### src/design/atn_pkg.sv
// Constants, field layout and helpers for the AGC and timing NCO controls.
// Assumes a single processing clock and a word-aligned register bus.
// Operation
// - AGC sync bit lets sync input load accumulator
// - Gain error is threshold minus magnitude
// - Threshold is signed, MSB bit 28, ten fraction bits
// - Select pin high uses loop gain one fields
// - Step scales error by mantissa and exponent
// - Mantissa is unsigned fraction over sixteen
// - Select pin low uses loop gain zero fields
// - Upper limit caps gain, exponent plus mantissa
// - Limit code is log gain, linear steps
// - Sample strobe freezes loop output for reading
// - NCO sync bit lets sync load actives
// - Two-bit code picks 8 to 32 offset bits
// - Offset enable off feeds zero offset
// - Clear bit zeroes accumulator feedback
// - Load-on-update zeroes feedback on a frequency strobe or sync load
// - All control words act on processing clock
// - Frequency strobe copies held frequency to active
package atn_pkg;
   // -------------------------------------------------------------
   // Register byte offsets
   // -------------------------------------------------------------
   localparam int ADDR_W = 6;
   localparam logic [5:0] OFF_AGC_CFG = 6'h00;
   localparam logic [5:0] OFF_AGC_LIM = 6'h04;
   localparam logic [5:0] OFF_AGC_SMP = 6'h08;
   localparam logic [5:0] OFF_NCO_OPT = 6'h0C;
   localparam logic [5:0] OFF_NCO_FRQ = 6'h10;
   localparam logic [5:0] OFF_NCO_FSTB = 6'h14;
   localparam logic [5:0] OFF_NCO_PHS = 6'h18;
   localparam logic [5:0] OFF_NCO_PSTB = 6'h1C;
   localparam logic [5:0] OFF_AGC_HOLD = 6'h20;
   localparam logic [5:0] OFF_NCO_ACT = 6'h24;
   // -------------------------------------------------------------
   // Field positions
   // -------------------------------------------------------------
   localparam int AGC_SYNC_BIT = 29;
   localparam int THR_MSB = 28;
   localparam int THR_LSB = 16;
   localparam int G1_M_LSB = 12;
   localparam int G1_E_LSB = 8;
   localparam int G0_M_LSB = 4;
   localparam int G0_E_LSB = 0;
   localparam int UL_LSB = 16;
   localparam int LL_LSB = 0;
   localparam int NCO_SYNC_BIT = 5;
   localparam int OFW_LSB = 3;
   localparam int OFE_BIT = 2;
   localparam int CLR_BIT = 1;
   localparam int LOU_BIT = 0;
   // -------------------------------------------------------------
   // Reset values and writable masks
   // -------------------------------------------------------------
   localparam logic [31:0] RST_AGC_CFG = 32'h0000_0000;
   localparam logic [31:0] RST_AGC_LIM = 32'h0FFF_0000;
   localparam logic [31:0] RST_NCO_OPT = 32'h0000_0000;
   localparam logic [31:0] MSK_AGC_CFG = 32'h3FFF_FFFF;
   localparam logic [31:0] MSK_AGC_LIM = 32'h0FFF_0FFF;
   localparam logic [31:0] MSK_NCO_OPT = 32'h0000_003F;
   localparam logic [31:0] MSK_NCO_PHS = 32'h0000_00FF;
   localparam int FRAC_W = 23;
   localparam int ACC_W = 35;
   typedef enum logic [0:0] {ATN_IDLE = 1'b0, ATN_ANSWER = 1'b1} atn_bus_t;
   // Offset word sign-extended from the selected number of low bits
   function automatic logic [31:0] atn_ofs_ext(input logic [31:0] v,
                                              input logic [1:0] code);
      case (code)
         2'b00: atn_ofs_ext = {{24{v[7]}}, v[7:0]};
         2'b01: atn_ofs_ext = {{16{v[15]}}, v[15:0]};
         2'b10: atn_ofs_ext = {{8{v[23]}}, v[23:0]};
         default: atn_ofs_ext = v;
      endcase
   endfunction
endpackage

### src/design/atn_core_if.sv
// Carrier between the control top and its AGC and NCO engines.
// Assumes the top drives all configuration from its registers.
interface atn_core_if;
   logic clk_en;
   logic [12:0] threshold;
   logic [3:0] mant;
   logic [3:0] expo;
   logic [11:0] upper;
   logic [11:0] lower;
   logic agc_sync;
   logic [12:0] mag;
   logic mag_valid;
   logic [11:0] gain;
   logic [31:0] freq_hold;
   logic [7:0] phase_hold;
   logic freq_load;
   logic phase_load;
   logic nco_sync;
   logic clr_acc;
   logic load_on_update;
   logic ofs_en;
   logic [1:0] ofs_code;
   logic [31:0] ofs_in;
   logic [31:0] freq_act;
   logic [7:0] phase_act;
   logic [31:0] phase_out;
   modport agc (input clk_en, threshold, mant, expo, upper, lower,
                agc_sync, mag, mag_valid, output gain);
   modport nco (input clk_en, freq_hold, phase_hold, freq_load,
                phase_load, nco_sync, clr_acc, load_on_update, ofs_en,
                ofs_code, ofs_in, output freq_act, phase_act, phase_out);
endinterface

### src/design/atn_agc.sv
// AGC loop accumulator in limit-code units with 23 fraction bits.
// Assumes magnitude samples share the processing clock.
module atn_agc
   import atn_pkg::*;
(
   // Clock and reset
   input wire logic clk,
   input wire logic sys_rst,
   // Engine carrier
   atn_core_if.agc core
);
   logic [ACC_W-1:0] acc;
   logic [13:0] mag_scaled;
   logic signed [14:0] err;
   logic signed [19:0] prod;
   logic signed [36:0] delta;
   logic signed [36:0] sum;
   logic signed [36:0] up_full;
   logic signed [36:0] lo_full;
   logic [ACC_W-1:0] next_acc;
   // Magnitude times 1.59375, close to the 1.6 the loop expects
   assign mag_scaled = {1'b0, core.mag} + {2'b00, core.mag[12:1]}
                     + {5'b00000, core.mag[12:4]}
                     + {6'b000000, core.mag[12:5]};
   assign err = $signed({{2{core.threshold[12]}}, core.threshold})
              - $signed({1'b0, mag_scaled});
   assign prod = err * $signed({1'b0, core.mant});
   // 1.5 dB is 64 code steps, folded into the fixed shift
   assign delta = 37'(prod) <<< core.expo;
   assign sum = $signed({2'b00, acc}) + delta;
   assign up_full = $signed({2'b00, core.upper, 23'h000000});
   assign lo_full = $signed({2'b00, core.lower, 23'h000000});
   assign next_acc = (sum > up_full) ? up_full[ACC_W-1:0] :
                     (sum < lo_full) ? lo_full[ACC_W-1:0] :
                     sum[ACC_W-1:0];
   assign core.gain = acc[ACC_W-1:FRAC_W];
   always_ff @(posedge clk) begin
      if (sys_rst) begin
         acc <= '0;
      end else if (core.clk_en) begin
         if (core.agc_sync) begin
            acc <= {core.upper, 23'h000000};
         end else if (core.mag_valid) begin
            acc <= next_acc;
         end
      end
   end
endmodule // atn_agc

### src/design/atn_ctl.sv
// Top of the AGC and timing NCO control words with an Avalon-MM slave.
// Assumes clk is the processing clock; both pins are asynchronous.
//
// Added by the designer: register access over Avalon-MM and the placing of the registers.
module atn_ctl
   import atn_pkg::*;
(
   // Clock, enable and reset
   input wire logic clk,
   input wire logic clk_en,
   input wire logic sys_rst,
   // Avalon-MM slave
   input wire logic [ADDR_W-1:0] avs_address,
   input wire logic avs_read,
   input wire logic avs_write,
   input wire logic [31:0] avs_writedata,
   output logic [31:0] avs_readdata,
   output logic avs_waitrequest,
   // Device pins
   input wire logic filter_sync_input,
   input wire logic loop_gain_select_pin,
   // Datapath on the processing clock
   input wire logic [12:0] mag_in,
   input wire logic mag_valid,
   input wire logic [31:0] offset_freq_in,
   // Results
   output logic [11:0] agc_gain_level,
   output logic [31:0] timing_phase
);
   // -------------------------------------------------------------
   // Address decode
   // -------------------------------------------------------------
   function automatic logic atn_hit(input logic [ADDR_W-1:0] a,
                                    input logic [ADDR_W-1:0] off);
      atn_hit = (a == off);
   endfunction

   atn_bus_t bus_st;
   logic [31:0] agc_cfg;
   logic [31:0] agc_lim;
   logic [31:0] nco_opt;
   logic [31:0] freq_hold;
   logic [7:0] phase_hold;
   logic [11:0] gain_hold;
   logic freq_stb;
   logic phase_stb;
   logic smp_stb;
   logic sync_prev;

   wire bus_req = avs_read | avs_write;
   wire wr_take = (bus_st == ATN_ANSWER) & avs_write;
   wire hit_cfg = atn_hit(avs_address, OFF_AGC_CFG);
   wire hit_lim = atn_hit(avs_address, OFF_AGC_LIM);
   wire hit_smp = atn_hit(avs_address, OFF_AGC_SMP);
   wire hit_opt = atn_hit(avs_address, OFF_NCO_OPT);
   wire hit_frq = atn_hit(avs_address, OFF_NCO_FRQ);
   wire hit_fstb = atn_hit(avs_address, OFF_NCO_FSTB);
   wire hit_phs = atn_hit(avs_address, OFF_NCO_PHS);
   wire hit_pstb = atn_hit(avs_address, OFF_NCO_PSTB);
   wire hit_hold = atn_hit(avs_address, OFF_AGC_HOLD);
   wire hit_act = atn_hit(avs_address, OFF_NCO_ACT);

   atn_core_if core ();

   // -------------------------------------------------------------
   // Read data selection
   // -------------------------------------------------------------
   // Strobe words and unmapped offsets read as zero
   wire [31:0] rd_mux =
      hit_cfg ? agc_cfg :
      hit_lim ? agc_lim :
      hit_opt ? nco_opt :
      hit_frq ? freq_hold :
      hit_phs ? {24'h000000, phase_hold} :
      hit_hold ? {20'h00000, gain_hold} :
      hit_act ? core.freq_act :
      32'h0000_0000;

   // -------------------------------------------------------------
   // Bus answer: one wait cycle, then the request is taken
   // -------------------------------------------------------------
   always_ff @(posedge clk) begin
      if (sys_rst) begin
         bus_st <= ATN_IDLE;
         avs_waitrequest <= 1'b1;
         avs_readdata <= '0;
      end else if (clk_en) begin
         case (bus_st)
            ATN_IDLE: begin
               if (bus_req) begin
                  bus_st <= ATN_ANSWER;
                  avs_waitrequest <= 1'b0;
                  avs_readdata <= avs_read ? rd_mux : 32'h0000_0000;
               end
            end
            ATN_ANSWER: begin
               bus_st <= ATN_IDLE;
               avs_waitrequest <= 1'b1;
            end
            default: begin
               bus_st <= ATN_IDLE;
               avs_waitrequest <= 1'b1;
            end
         endcase
      end
   end

   // -------------------------------------------------------------
   // Control words, all in the processing clock domain
   // -------------------------------------------------------------
   always_ff @(posedge clk) begin
      if (sys_rst) begin
         agc_cfg <= RST_AGC_CFG;
         agc_lim <= RST_AGC_LIM;
         nco_opt <= RST_NCO_OPT;
         freq_hold <= '0;
         phase_hold <= '0;
      end else if (clk_en && wr_take) begin
         if (hit_cfg) begin
            agc_cfg <= avs_writedata & MSK_AGC_CFG;
         end
         if (hit_lim) begin
            agc_lim <= avs_writedata & MSK_AGC_LIM;
         end
         if (hit_opt) begin
            nco_opt <= avs_writedata & MSK_NCO_OPT;
         end
         if (hit_frq) begin
            freq_hold <= avs_writedata;
         end
         if (hit_phs) begin
            phase_hold <= avs_writedata[7:0];
         end
      end
   end

   // Strobes last one cycle, registered so they act after the write
   always_ff @(posedge clk) begin
      if (sys_rst) begin
         freq_stb <= 1'b0;
         phase_stb <= 1'b0;
         smp_stb <= 1'b0;
      end else if (clk_en) begin
         freq_stb <= wr_take & hit_fstb;
         phase_stb <= wr_take & hit_pstb;
         smp_stb <= wr_take & hit_smp;
      end
   end

   // -------------------------------------------------------------
   // Gain sample hold
   // -------------------------------------------------------------
   // Holding the value lets software read a word that cannot tear
   always_ff @(posedge clk) begin
      if (sys_rst) begin
         gain_hold <= '0;
      end else if (clk_en && smp_stb) begin
         gain_hold <= core.gain;
      end
   end

   // -------------------------------------------------------------
   // Pin synchronisers
   // -------------------------------------------------------------
   wire pin_raw [2];
   logic [2:0] pin_sh [2];
   logic pin_lvl [2];
   assign pin_raw[0] = filter_sync_input;
   assign pin_raw[1] = loop_gain_select_pin;

   generate
      for (genvar i = 0; i < 2; i++) begin : g_pin
         always_ff @(posedge clk) begin
            if (sys_rst) begin
               pin_sh[i] <= 3'h0;
               pin_lvl[i] <= 1'b0;
            end else if (clk_en) begin
               pin_sh[i] <= {pin_sh[i][1:0], pin_raw[i]};
               // A change counts only once stages two and three agree
               if (pin_sh[i][2] == pin_sh[i][1]) begin
                  pin_lvl[i] <= pin_sh[i][2];
               end
            end
         end
      end
   endgenerate

   always_ff @(posedge clk) begin
      if (sys_rst) begin
         sync_prev <= 1'b0;
      end else if (clk_en) begin
         sync_prev <= pin_lvl[0];
      end
   end

   wire sync_pulse = pin_lvl[0] & ~sync_prev;
   wire gain_sel = pin_lvl[1];

   // -------------------------------------------------------------
   // Engine configuration
   // -------------------------------------------------------------
   assign core.clk_en = clk_en;
   assign core.threshold = agc_cfg[THR_MSB:THR_LSB];
   assign core.mant = gain_sel ? agc_cfg[G1_M_LSB +: 4]
                               : agc_cfg[G0_M_LSB +: 4];
   assign core.expo = gain_sel ? agc_cfg[G1_E_LSB +: 4]
                               : agc_cfg[G0_E_LSB +: 4];
   assign core.upper = agc_lim[UL_LSB +: 12];
   assign core.lower = agc_lim[LL_LSB +: 12];
   assign core.agc_sync = sync_pulse & agc_cfg[AGC_SYNC_BIT];
   assign core.mag = mag_in;
   assign core.mag_valid = mag_valid;
   assign core.freq_hold = freq_hold;
   assign core.phase_hold = phase_hold;
   assign core.freq_load = freq_stb;
   assign core.phase_load = phase_stb;
   assign core.nco_sync = sync_pulse & nco_opt[NCO_SYNC_BIT];
   assign core.clr_acc = nco_opt[CLR_BIT];
   assign core.load_on_update = nco_opt[LOU_BIT];
   assign core.ofs_en = nco_opt[OFE_BIT];
   assign core.ofs_code = nco_opt[OFW_LSB +: 2];
   assign core.ofs_in = offset_freq_in;

   atn_agc u_agc (
      .clk(clk),
      .sys_rst(sys_rst),
      .core(core.agc)
   );

   atn_nco u_nco (
      .clk(clk),
      .sys_rst(sys_rst),
      .core(core.nco)
   );

   // Both results are flops inside the engines
   assign agc_gain_level = core.gain;
   assign timing_phase = core.phase_out;
endmodule // atn_ctl

### src/design/atn_nco.sv
// Timing NCO active registers and phase accumulator.
// Assumes offset frequency comes from logic on the same clock.
module atn_nco
   import atn_pkg::*;
(
   // Clock and reset
   input wire logic clk,
   input wire logic sys_rst,
   // Engine carrier
   atn_core_if.nco core
);
   logic [31:0] acc;
   logic [31:0] ofs;
   logic zero_fb;
   logic [31:0] next_acc;
   assign zero_fb = core.clr_acc
      | (core.load_on_update & (core.freq_load | core.nco_sync));
   assign ofs = core.ofs_en ? atn_ofs_ext(core.ofs_in, core.ofs_code)
                            : 32'h0000_0000;
   assign next_acc = (zero_fb ? 32'h0000_0000 : acc) + core.freq_act + ofs;
   always_ff @(posedge clk) begin
      if (sys_rst) begin
         acc <= '0;
         core.freq_act <= '0;
         core.phase_act <= '0;
         core.phase_out <= '0;
      end else if (core.clk_en) begin
         acc <= next_acc;
         core.phase_out <= next_acc + {core.phase_act, 24'h000000};
         if (core.freq_load || core.nco_sync) begin
            core.freq_act <= core.freq_hold;
         end
         if (core.phase_load || core.nco_sync) begin
            core.phase_act <= core.phase_hold;
         end
      end
   end
endmodule // atn_nco

### config.mk
export PLATFORM = sky130hd
export DESIGN_NAME = atn_ctl
export DESIGN_NICKNAME = d
export VERILOG_FILES = /design/src/design/atn_pkg.sv /design/src/design/atn_core_if.sv /design/src/design/atn_agc.sv /design/src/design/atn_ctl.sv /design/src/design/atn_nco.sv
export SDC_FILE = /design/constraint.sdc
export NUM_CORES = 1
export LEC_CHECK = 0
export BUFFER_PORTS_ARGS = -buffer_cell sky130_fd_sc_hd__buf_2
export CORE_ASPECT_RATIO = 0.5
export CORE_MARGIN = 10
export CORE_UTILIZATION = 54
export DETAILED_ROUTE_END_ITERATION = 7
export PLACE_DENSITY_LB_ADDON = 0.12
export SLEW_MARGIN = 20
export SYNTH_ARGS = -nofsm -noshare
export SYNTH_HDL_FRONTEND = slang
export SYNTH_SLANG_ARGS = --single-unit
### constraint.sdc
create_clock -name clk -period 25.9 [get_ports clk]
set_input_delay 2.59 -clock clk [delete_from_list [all_inputs] [get_ports clk]]
set_output_delay 2.59 -clock clk [all_outputs]
set_load 0.005 [all_outputs]
## Word level (Yosys, flattened, before mapping)

Memory sizes are Yosys's and may differ from the RTL's.
Cells that the tools add are included.
Widths: inputs -> output; s select.

| storage, ports and cells | value |
|---|---|
| logic and storage cells | 118 |
| memory bits (writable) | 8 |
| output and inout port bits | 77 |
| memories | 2 |
| flip-flop bits (word level) | 289 |

Memories:

| memory | depth | bits a word | read ports | clocked after memory_dff | wr ports | RTL line | RTL |
|---|---|---|---|---|---|---|---|
| pin_sh | 2 | 3 | 2 | 0 | 2 | atn_ctl.sv:166 | `logic [2:0] pin_sh [2];` |
| pin_lvl | 2 | 1 | 2 | 0 | 2 | atn_ctl.sv:167 | `logic pin_lvl [2];` |

| operators by class | value |
|---|---|
| bitwise operators | 17 |
| reduce and logical (&&, ||, !) cells | 17 |
| add/subtract/negate cells | 8 |
| equal/unequal tests | 14 |
| magnitude comparators | 2 |
| shift operators | 1 |
| muxes and demuxes | 38 |
| $mul | 1 |

Operator list:

| operator | count |
|---|---|
| $mux 32 | 10 |
| $mux 35 | 4 |
| $add 32x32->32 | 3 |
| $pmux 32 s3 | 1 |
| $add 36x37->37 | 1 |
| $gt 37x36->1 | 1 |
| $lt 37x36->1 | 1 |
| $sshl 20x4->37 | 1 |
| $eq 6x5->1 const B | 4 |
| $mul 15x5->20 | 1 |
| $reduce_and 2->1 | 9 |
| $mux 1 | 17 |
| $sub 13x15->15 | 1 |
| $add 13x12->14 | 1 |
| $add 14x8->14 | 1 |
| $add 14x9->14 | 1 |
| $eq 6x4->1 const B | 2 |
| $eq 6x6->1 const B | 2 |
| $and 1x1->1 | 8 |
| $mux 4 | 2 |
| $or 1x1->1 | 7 |
| $eq 6x3->1 const B | 1 |
| $logic_not 6->1 | 1 |
| $mux 3 | 2 |
| other kinds (11) | 16 |

## Logic depth before layout (Yosys ltp)

| depth | value |
|---|---|
| depth after elaboration | 12 |
| mapped depth | 65 |
| depth with buffers taken out | 62 |

## Cells and area by module

From an unflattened synthesis, not the netlist that was laid out.

| second synthesis, totals | value |
|---|---|
| cell total of the unflattened synthesis | 2761 |
| area total of the unflattened synthesis | 22297.6 µm² |

Modules (own cells, without submodules):

| module | area each (µm²) | seq. area each (µm²) | cells an instance | instances |
|---|---|---|---|---|
| atn_agc | 9412.8 | 700.7 | 1222 | 1 |
| atn_ctl | 6911.6 | 3243.1 | 844 | 1 |
| atn_nco | 5973.2 | 1601.5 | 695 | 1 |

## Worst setup path after synthesis

Ideal clock, no wire load.

| timing path | value |
|---|---|
| path type | input port to flip-flop |
| start point | in mag_in[6] |
| end point | reg u_agc.acc[21] |
| setup slack | 11.376 ns |
| library setup time | 0.083 ns |
| cell stages on the path | 60 |
| required time | 25.817 ns |
| path buffers | 4 |
| arrival time | 14.441 ns |
| path through | inv_1 > fa_1 > fa_1 > inv_1 > ha_1 > a21o_1 > a21oi_1 > o21ai_0 > a21oi_1 > nand2b_1 > a21oi_1 > o21ai_0 > nand2_1 > a21oi_1 > xor2_1 > ha_1 > or2_2 > o31ai_1 > [24 not listed] > or2_2 > or4_4 > a21oi_1 > o21ai_0 > xor2_1 > ha_1 > nand4_1 > nor3_1 > nand4_1 > nor4_1 > and4b_1 > and4_1 > a211o_1 > o2111ai_1 > a21o_1 > buf_6 > buf_12 > o31ai_4 |

| on the way | value |
|---|---|
| longest elaborated chain between the ends | 12 |
| elaborated cells on any way between the ends | 13 |
| classes of those cells | 5 x add/sub; 1 x mul; 2 x order compare; 1 x shift; 4 x mux |

Ends and longest elaborated chain:

| item | RTL line | RTL |
|---|---|---|
| start, declared | atn_ctl.sv:23 | `input wire logic [12:0] mag_in,` |
| $add 13x12->14 | atn_agc.sv:22 | `assign mag_scaled = {1'b0, core.mag} + {2'b00, core.mag[12:1]}` |
| $add 14x9->14 | atn_agc.sv:23 | `+ {5'b00000, core.mag[12:4]}` |
| $add 14x8->14 * | atn_agc.sv:24 | `+ {6'b000000, core.mag[12:5]};` |
| $sub 13x15->15 * | atn_agc.sv:26 | `- $signed({1'b0, mag_scaled});` |
| $mul 15x5->20 * | atn_agc.sv:27 | `assign prod = err * $signed({1'b0, core.mant});` |
| $sshl 20x4->37 * | atn_agc.sv:29 | `assign delta = 37'(prod) <<< core.expo;` |
| $add 36x37->37 * | atn_agc.sv:30 | `assign sum = $signed({2'b00, acc}) + delta;` |
| $lt 37x36->1 | atn_agc.sv:34 | `(sum < lo_full) ? lo_full[ACC_W-1:0] :` |
| $mux 35 | atn_agc.sv:34 |  |
| $mux 35 * | atn_agc.sv:33 | `assign next_acc = (sum > up_full) ? up_full[ACC_W-1:0] :` |
| $mux 35 * | atn_agc.sv:43 | `end else if (core.mag_valid) begin` |
| $mux 35 * | atn_agc.sv:41 | `if (core.agc_sync) begin` |
| end signal, assigned | atn_agc.sv:42 | `acc <= {core.upper, 23'h000000};` |
| end signal, assigned | atn_agc.sv:44 | `acc <= next_acc;` |
| end, declared | atn_agc.sv:12 | `logic [ACC_W-1:0] acc;` |

Every way passes the cells marked *; elsewhere a longest branch is shown, timed or not. The select of a mux whose other input is x is not followed.
A chain may end at the register's enable or synchronous reset.

## Worst setup path after layout

| timing path | value |
|---|---|
| start point | in mag_in[5] |
| end point | reg u_agc.acc[34] |

The elaborated chain is that of the path after synthesis.

==> flow_summary.ini <==
[routing]
drc_errors = 0
drt_first_pass_iters = 6
postRouteAntennaNets = 0
avgViaCountPerCell = 5.843
dr.first_iter.drc_count = 1763
routed_wirelength_mm = 65.80
route.vias.total = 20010
post_drt_wl_per_cell_um = 19.22

[finish]
area_growth_pct = 8.393
multi_input_comb_area_um2 = 14740
drive_above_1_share = 0.1152
nNetsFinal = 3205
final.fill_count = 3827
postLayoutCoreUtil = 0.5921
register_cell_area_after_layout_um2 = 5545

[critical_path]
end_kind = flop
crit_required_ps = 26370
critical_path.slowest_cell = sky130_fd_sc_hd__nand4_1
r2r-start = agc_cfg[17]$_SDFFE_PP0P_
timing_worst_setup_path_type = primary input to flop
reg2reg_slack_ps = 13410
critical_path.max_fanout = 12
critPathLaunch = mag_in[5]
reg2regPathDepth = 46
critPathLaunchType = primary input
critical-path-max-stage-delay_ps = 790
crit_end = u_agc.acc[34]$_SDFFE_PP0P_
rr_endpoint = u_agc.acc[34]$_SDFFE_PP0P_
cp.arrival_ps = 16520

[sta]
setup_total_negative_slack_ps = 0
maxClockFrequency_ghz = 0.06231
hold_violations = 0
setup-violations-final = 0
final_critical_path_setup_slack_ps = 9850
grt_setup_unrepaired = false
max-slew-margin-rel = 0.2779
clock_skew_ps = 19.67
tightestPinTransition_ps = 1073
report.final.slew_viol_count = 0
final_period_minus_worst_setup_slack_ps = 16050
post-route-period-util = 0.6197

[floorplanning]
die_area_um2 = 49770
start_util = 0.5462
die_width_um = 305.7
die_height_um = 162.8
num_rows = 52
boundaryPins = 168
coreArea_um2 = 40340

[synthesis]
postSynthNetCount = 3151
synthesis.area_um2 = 22030
yosys_warnings = 0
yosys_register_bits = 273
netlist_instances = 2807
synth_edf_count = 8
syn_avg_cell_area_um2 = 7.850
async_reset_ff_frac = 0
library_cells_used_by_synthesis = 93
synthFlopType = sky130_fd_sc_hd__dfxtp_1
ys_seq_area_frac = 0.2517

[power]
power.static_leakage_nw = 10.62
switching_share = 0.2842
vdd_drop_max_v = 0.00005151
power.switching_mw = 0.2826
pwr-share-clk = 0.420
cell_internal_pwr_mw = 0.7115
comb_power_share = 0.152
power.density_nw_per_um2 = 41.62
p_seq_frac = 0.428

[cts]
resized_after_cts = 0
clock-root-buffer = sky130_fd_sc_hd__clkbuf_16
clkTransAtPathRegs_ps = 70
postCtsSetupBuffers = 0
cts_tree = done
ctsLongestPathBuffers = 3
tritoncts.num_buffers = 27
ctsHoldBuffers = 0
clock_sinks = 273
worstSkewPairLatency_ps = 580
cts.htree.levels = 1

[placed_design]
place.detailed.hpwl_mm = 50.66
gpl.final_weighted_congestion = 0.9847
port_buffers = 167
placement.setup.worst_slack_ps = 9486

[flow_run]
maxCapViolCount = 0

[grt]
first_global_vias = 18590
track_usage = 0.2531
grt_antenna_before_repair = 2
grt-ovfl-total = 0
grt_pass1_wl_mm = 102.7
pin_count_of_the_biggest_net_entering_global_routing = 89

[status]
status = finished, final reports clean

[hold_path]
hold_path.class = flop to flop
metal layers:
metal	vias to the layer above	global-route usage	part of all wire
met5	-	0	0
met4	0	0.06767	0.024
met3	96	0.04438	0.073
met2	652	0.4022	0.45
met1	9472	0.3506	0.46
li1	9785	-	-
through the flow:
step	hold WS (ps)	cell area [um^2]	cells	total power, mW
after global routing	468.8	23880	3424	1.034
after floorplan	424.9	22030	2807	0.5497
after detailed placement	445.1	22950	3372	0.5857
after CTS	454.9	23870	3422	0.9963
after global placement	436.1	22950	3372	0.5840
final	454.5	23880	3424	0.9940
registers in the layout, summed over array words and instances (netlist names), 2 cells and up:
name	count
agc_lim	24
u_nco.core.phase_out	32
u_nco.core.phase_act	8
u_agc.acc	35
u_nco.core.freq_act	32
nco_opt	6
avs_readdata	32
pin_sh	6
pin_lvl	2
core.freq_hold	32
gain_hold	12
agc_cfg	30
core.phase_hold	8
u_nco.acc	8
cell usage after synthesis, types with 29 or more instances:
cell / number / area, um^2
sky130_fd_sc_hd__and2_1: 29 / 181.4
sky130_fd_sc_hd__fa_1: 83 / 1662
sky130_fd_sc_hd__nand3_1: 32 / 160.2
sky130_fd_sc_hd__xor2_1: 43 / 376.6
sky130_fd_sc_hd__nor2_1: 236 / 885.9
sky130_fd_sc_hd__o21ai_0: 112 / 560.5
sky130_fd_sc_hd__inv_1: 255 / 957.2
sky130_fd_sc_hd__mux2i_1: 83 / 830.8
sky130_fd_sc_hd__xnor2_1: 44 / 385.4
sky130_fd_sc_hd__clkbuf_1: 115 / 431.7
sky130_fd_sc_hd__a22oi_1: 33 / 247.7
sky130_fd_sc_hd__buf_4: 36 / 270.3
sky130_fd_sc_hd__ha_1: 170 / 2127
sky130_fd_sc_hd__dfxtp_1: 265 / 5305
sky130_fd_sc_hd__a21o_1: 46 / 345.3
sky130_fd_sc_hd__a21oi_1: 305 / 1526
sky130_fd_sc_hd__nand2_1: 425 / 1595
sky130_fd_sc_hd__o21a_1: 31 / 232.7
sky130_fd_sc_hd__nor3_1: 42 / 210.2
power by group through the flow:
stage	clock [mW]	combinational (mW)	sequential (mW)
2_1_floorplan	0	0.116	0.434
3_3_place_gp	0	0.149	0.435
3_5_place_dp	0	0.151	0.435
4_1_cts	0.419	0.152	0.425
5_1_grt	0.439	0.170	0.425
6_report	0.417	0.151	0.425
critical path, delay by kind of cell:
family / cells / cell delay [ps]
AOI/OAI and AO/OA: 21 / 5060
adders and majority gates: 11 / 4030
and+or+nand+nor: 18 / 3200
xor gates and xnor gates: 3 / 820
buffers and inverters: 7 / 670
muxes: 1 / 130
final cells by class:
cell class / count / share of cell area
antenna: 2 / 0.0002096
tap: 540 / 0.02829
inverter: 256 / 0.04034
multi-input combinational: 2110 / 0.6171
sequential: 273 / 0.2322
clock inverter: 16 / 0.006915
timing repair buffer: 193 / 0.04343
clock buffer: 34 / 0.03149
worst min-delay path by stage:
| stage | startpoint | end | slack [ps] | cells after the start |
|---|---|---|---|---|
| after floorplan | u_nco.acc[31]$_SDFFE_PP0P_ | u_nco.acc[31]$_SDFFE_PP0P_ | 420 | 2 |
| after CTS | avs_readdata[2]$_SDFFE_PP0P_ | avs_readdata[2]$_SDFFE_PP0P_ | 450 | 2 |
| final | avs_readdata[2]$_SDFFE_PP0P_ | avs_readdata[2]$_SDFFE_PP0P_ | 450 | 2 |
| after global placement | avs_readdata[7]$_SDFFE_PP0P_ | avs_readdata[7]$_SDFFE_PP0P_ | 440 | 2 |
| after global routing | avs_readdata[2]$_SDFFE_PP0P_ | avs_readdata[2]$_SDFFE_PP0P_ | 470 | 2 |
| after detailed placement | avs_readdata[6]$_SDFFE_PP0P_ | avs_readdata[6]$_SDFFE_PP0P_ | 450 | 2 |
cell families (layout without fill, tap and decap cells):
group                    count (synthesis)  after routing  share of synthesized area
AND/OR/NAND/NOR                        906            906                     0.1804
other                                    0              2                          0
multiplexers                            97             97                    0.04537
buffers and inverters                  424            499                    0.08149
flip-flops                             273            273                     0.2517
adder cells (fa/ha/maj)                253            253                     0.1719
XOR/XNOR                                90             90                    0.03759
AO/OA/AOI/OAI                          764            764                     0.2315
cell usage in the layout (no fill, tap or decap), types with 14 or more instances in the layout:
cell,count
sky130_fd_sc_hd__nand2_1,425
sky130_fd_sc_hd__a21oi_1,303
sky130_fd_sc_hd__dfxtp_1,265
sky130_fd_sc_hd__inv_1,255
sky130_fd_sc_hd__nor2_1,231
sky130_fd_sc_hd__ha_1,170
sky130_fd_sc_hd__buf_2,166
sky130_fd_sc_hd__o21ai_0,112
sky130_fd_sc_hd__fa_1,83
sky130_fd_sc_hd__mux2i_1,80
sky130_fd_sc_hd__a21o_1,46
sky130_fd_sc_hd__xnor2_1,44
sky130_fd_sc_hd__xor2_1,43
sky130_fd_sc_hd__nor3_1,40
sky130_fd_sc_hd__a22oi_1,33
sky130_fd_sc_hd__nand3_1,32
sky130_fd_sc_hd__o21a_1,31
sky130_fd_sc_hd__and2_1,29
sky130_fd_sc_hd__nor2b_1,28
sky130_fd_sc_hd__clkbuf_16,27
sky130_fd_sc_hd__buf_4,26
sky130_fd_sc_hd__a22o_1,24
sky130_fd_sc_hd__nand2b_1,22
sky130_fd_sc_hd__a211o_1,20
sky130_fd_sc_hd__o211ai_1,20
sky130_fd_sc_hd__or2_2,19
sky130_fd_sc_hd__a211oi_1,16
sky130_fd_sc_hd__or3_1,16
sky130_fd_sc_hd__o22ai_1,16
sky130_fd_sc_hd__and3_1,14
(Power assumes the default switching activity.)
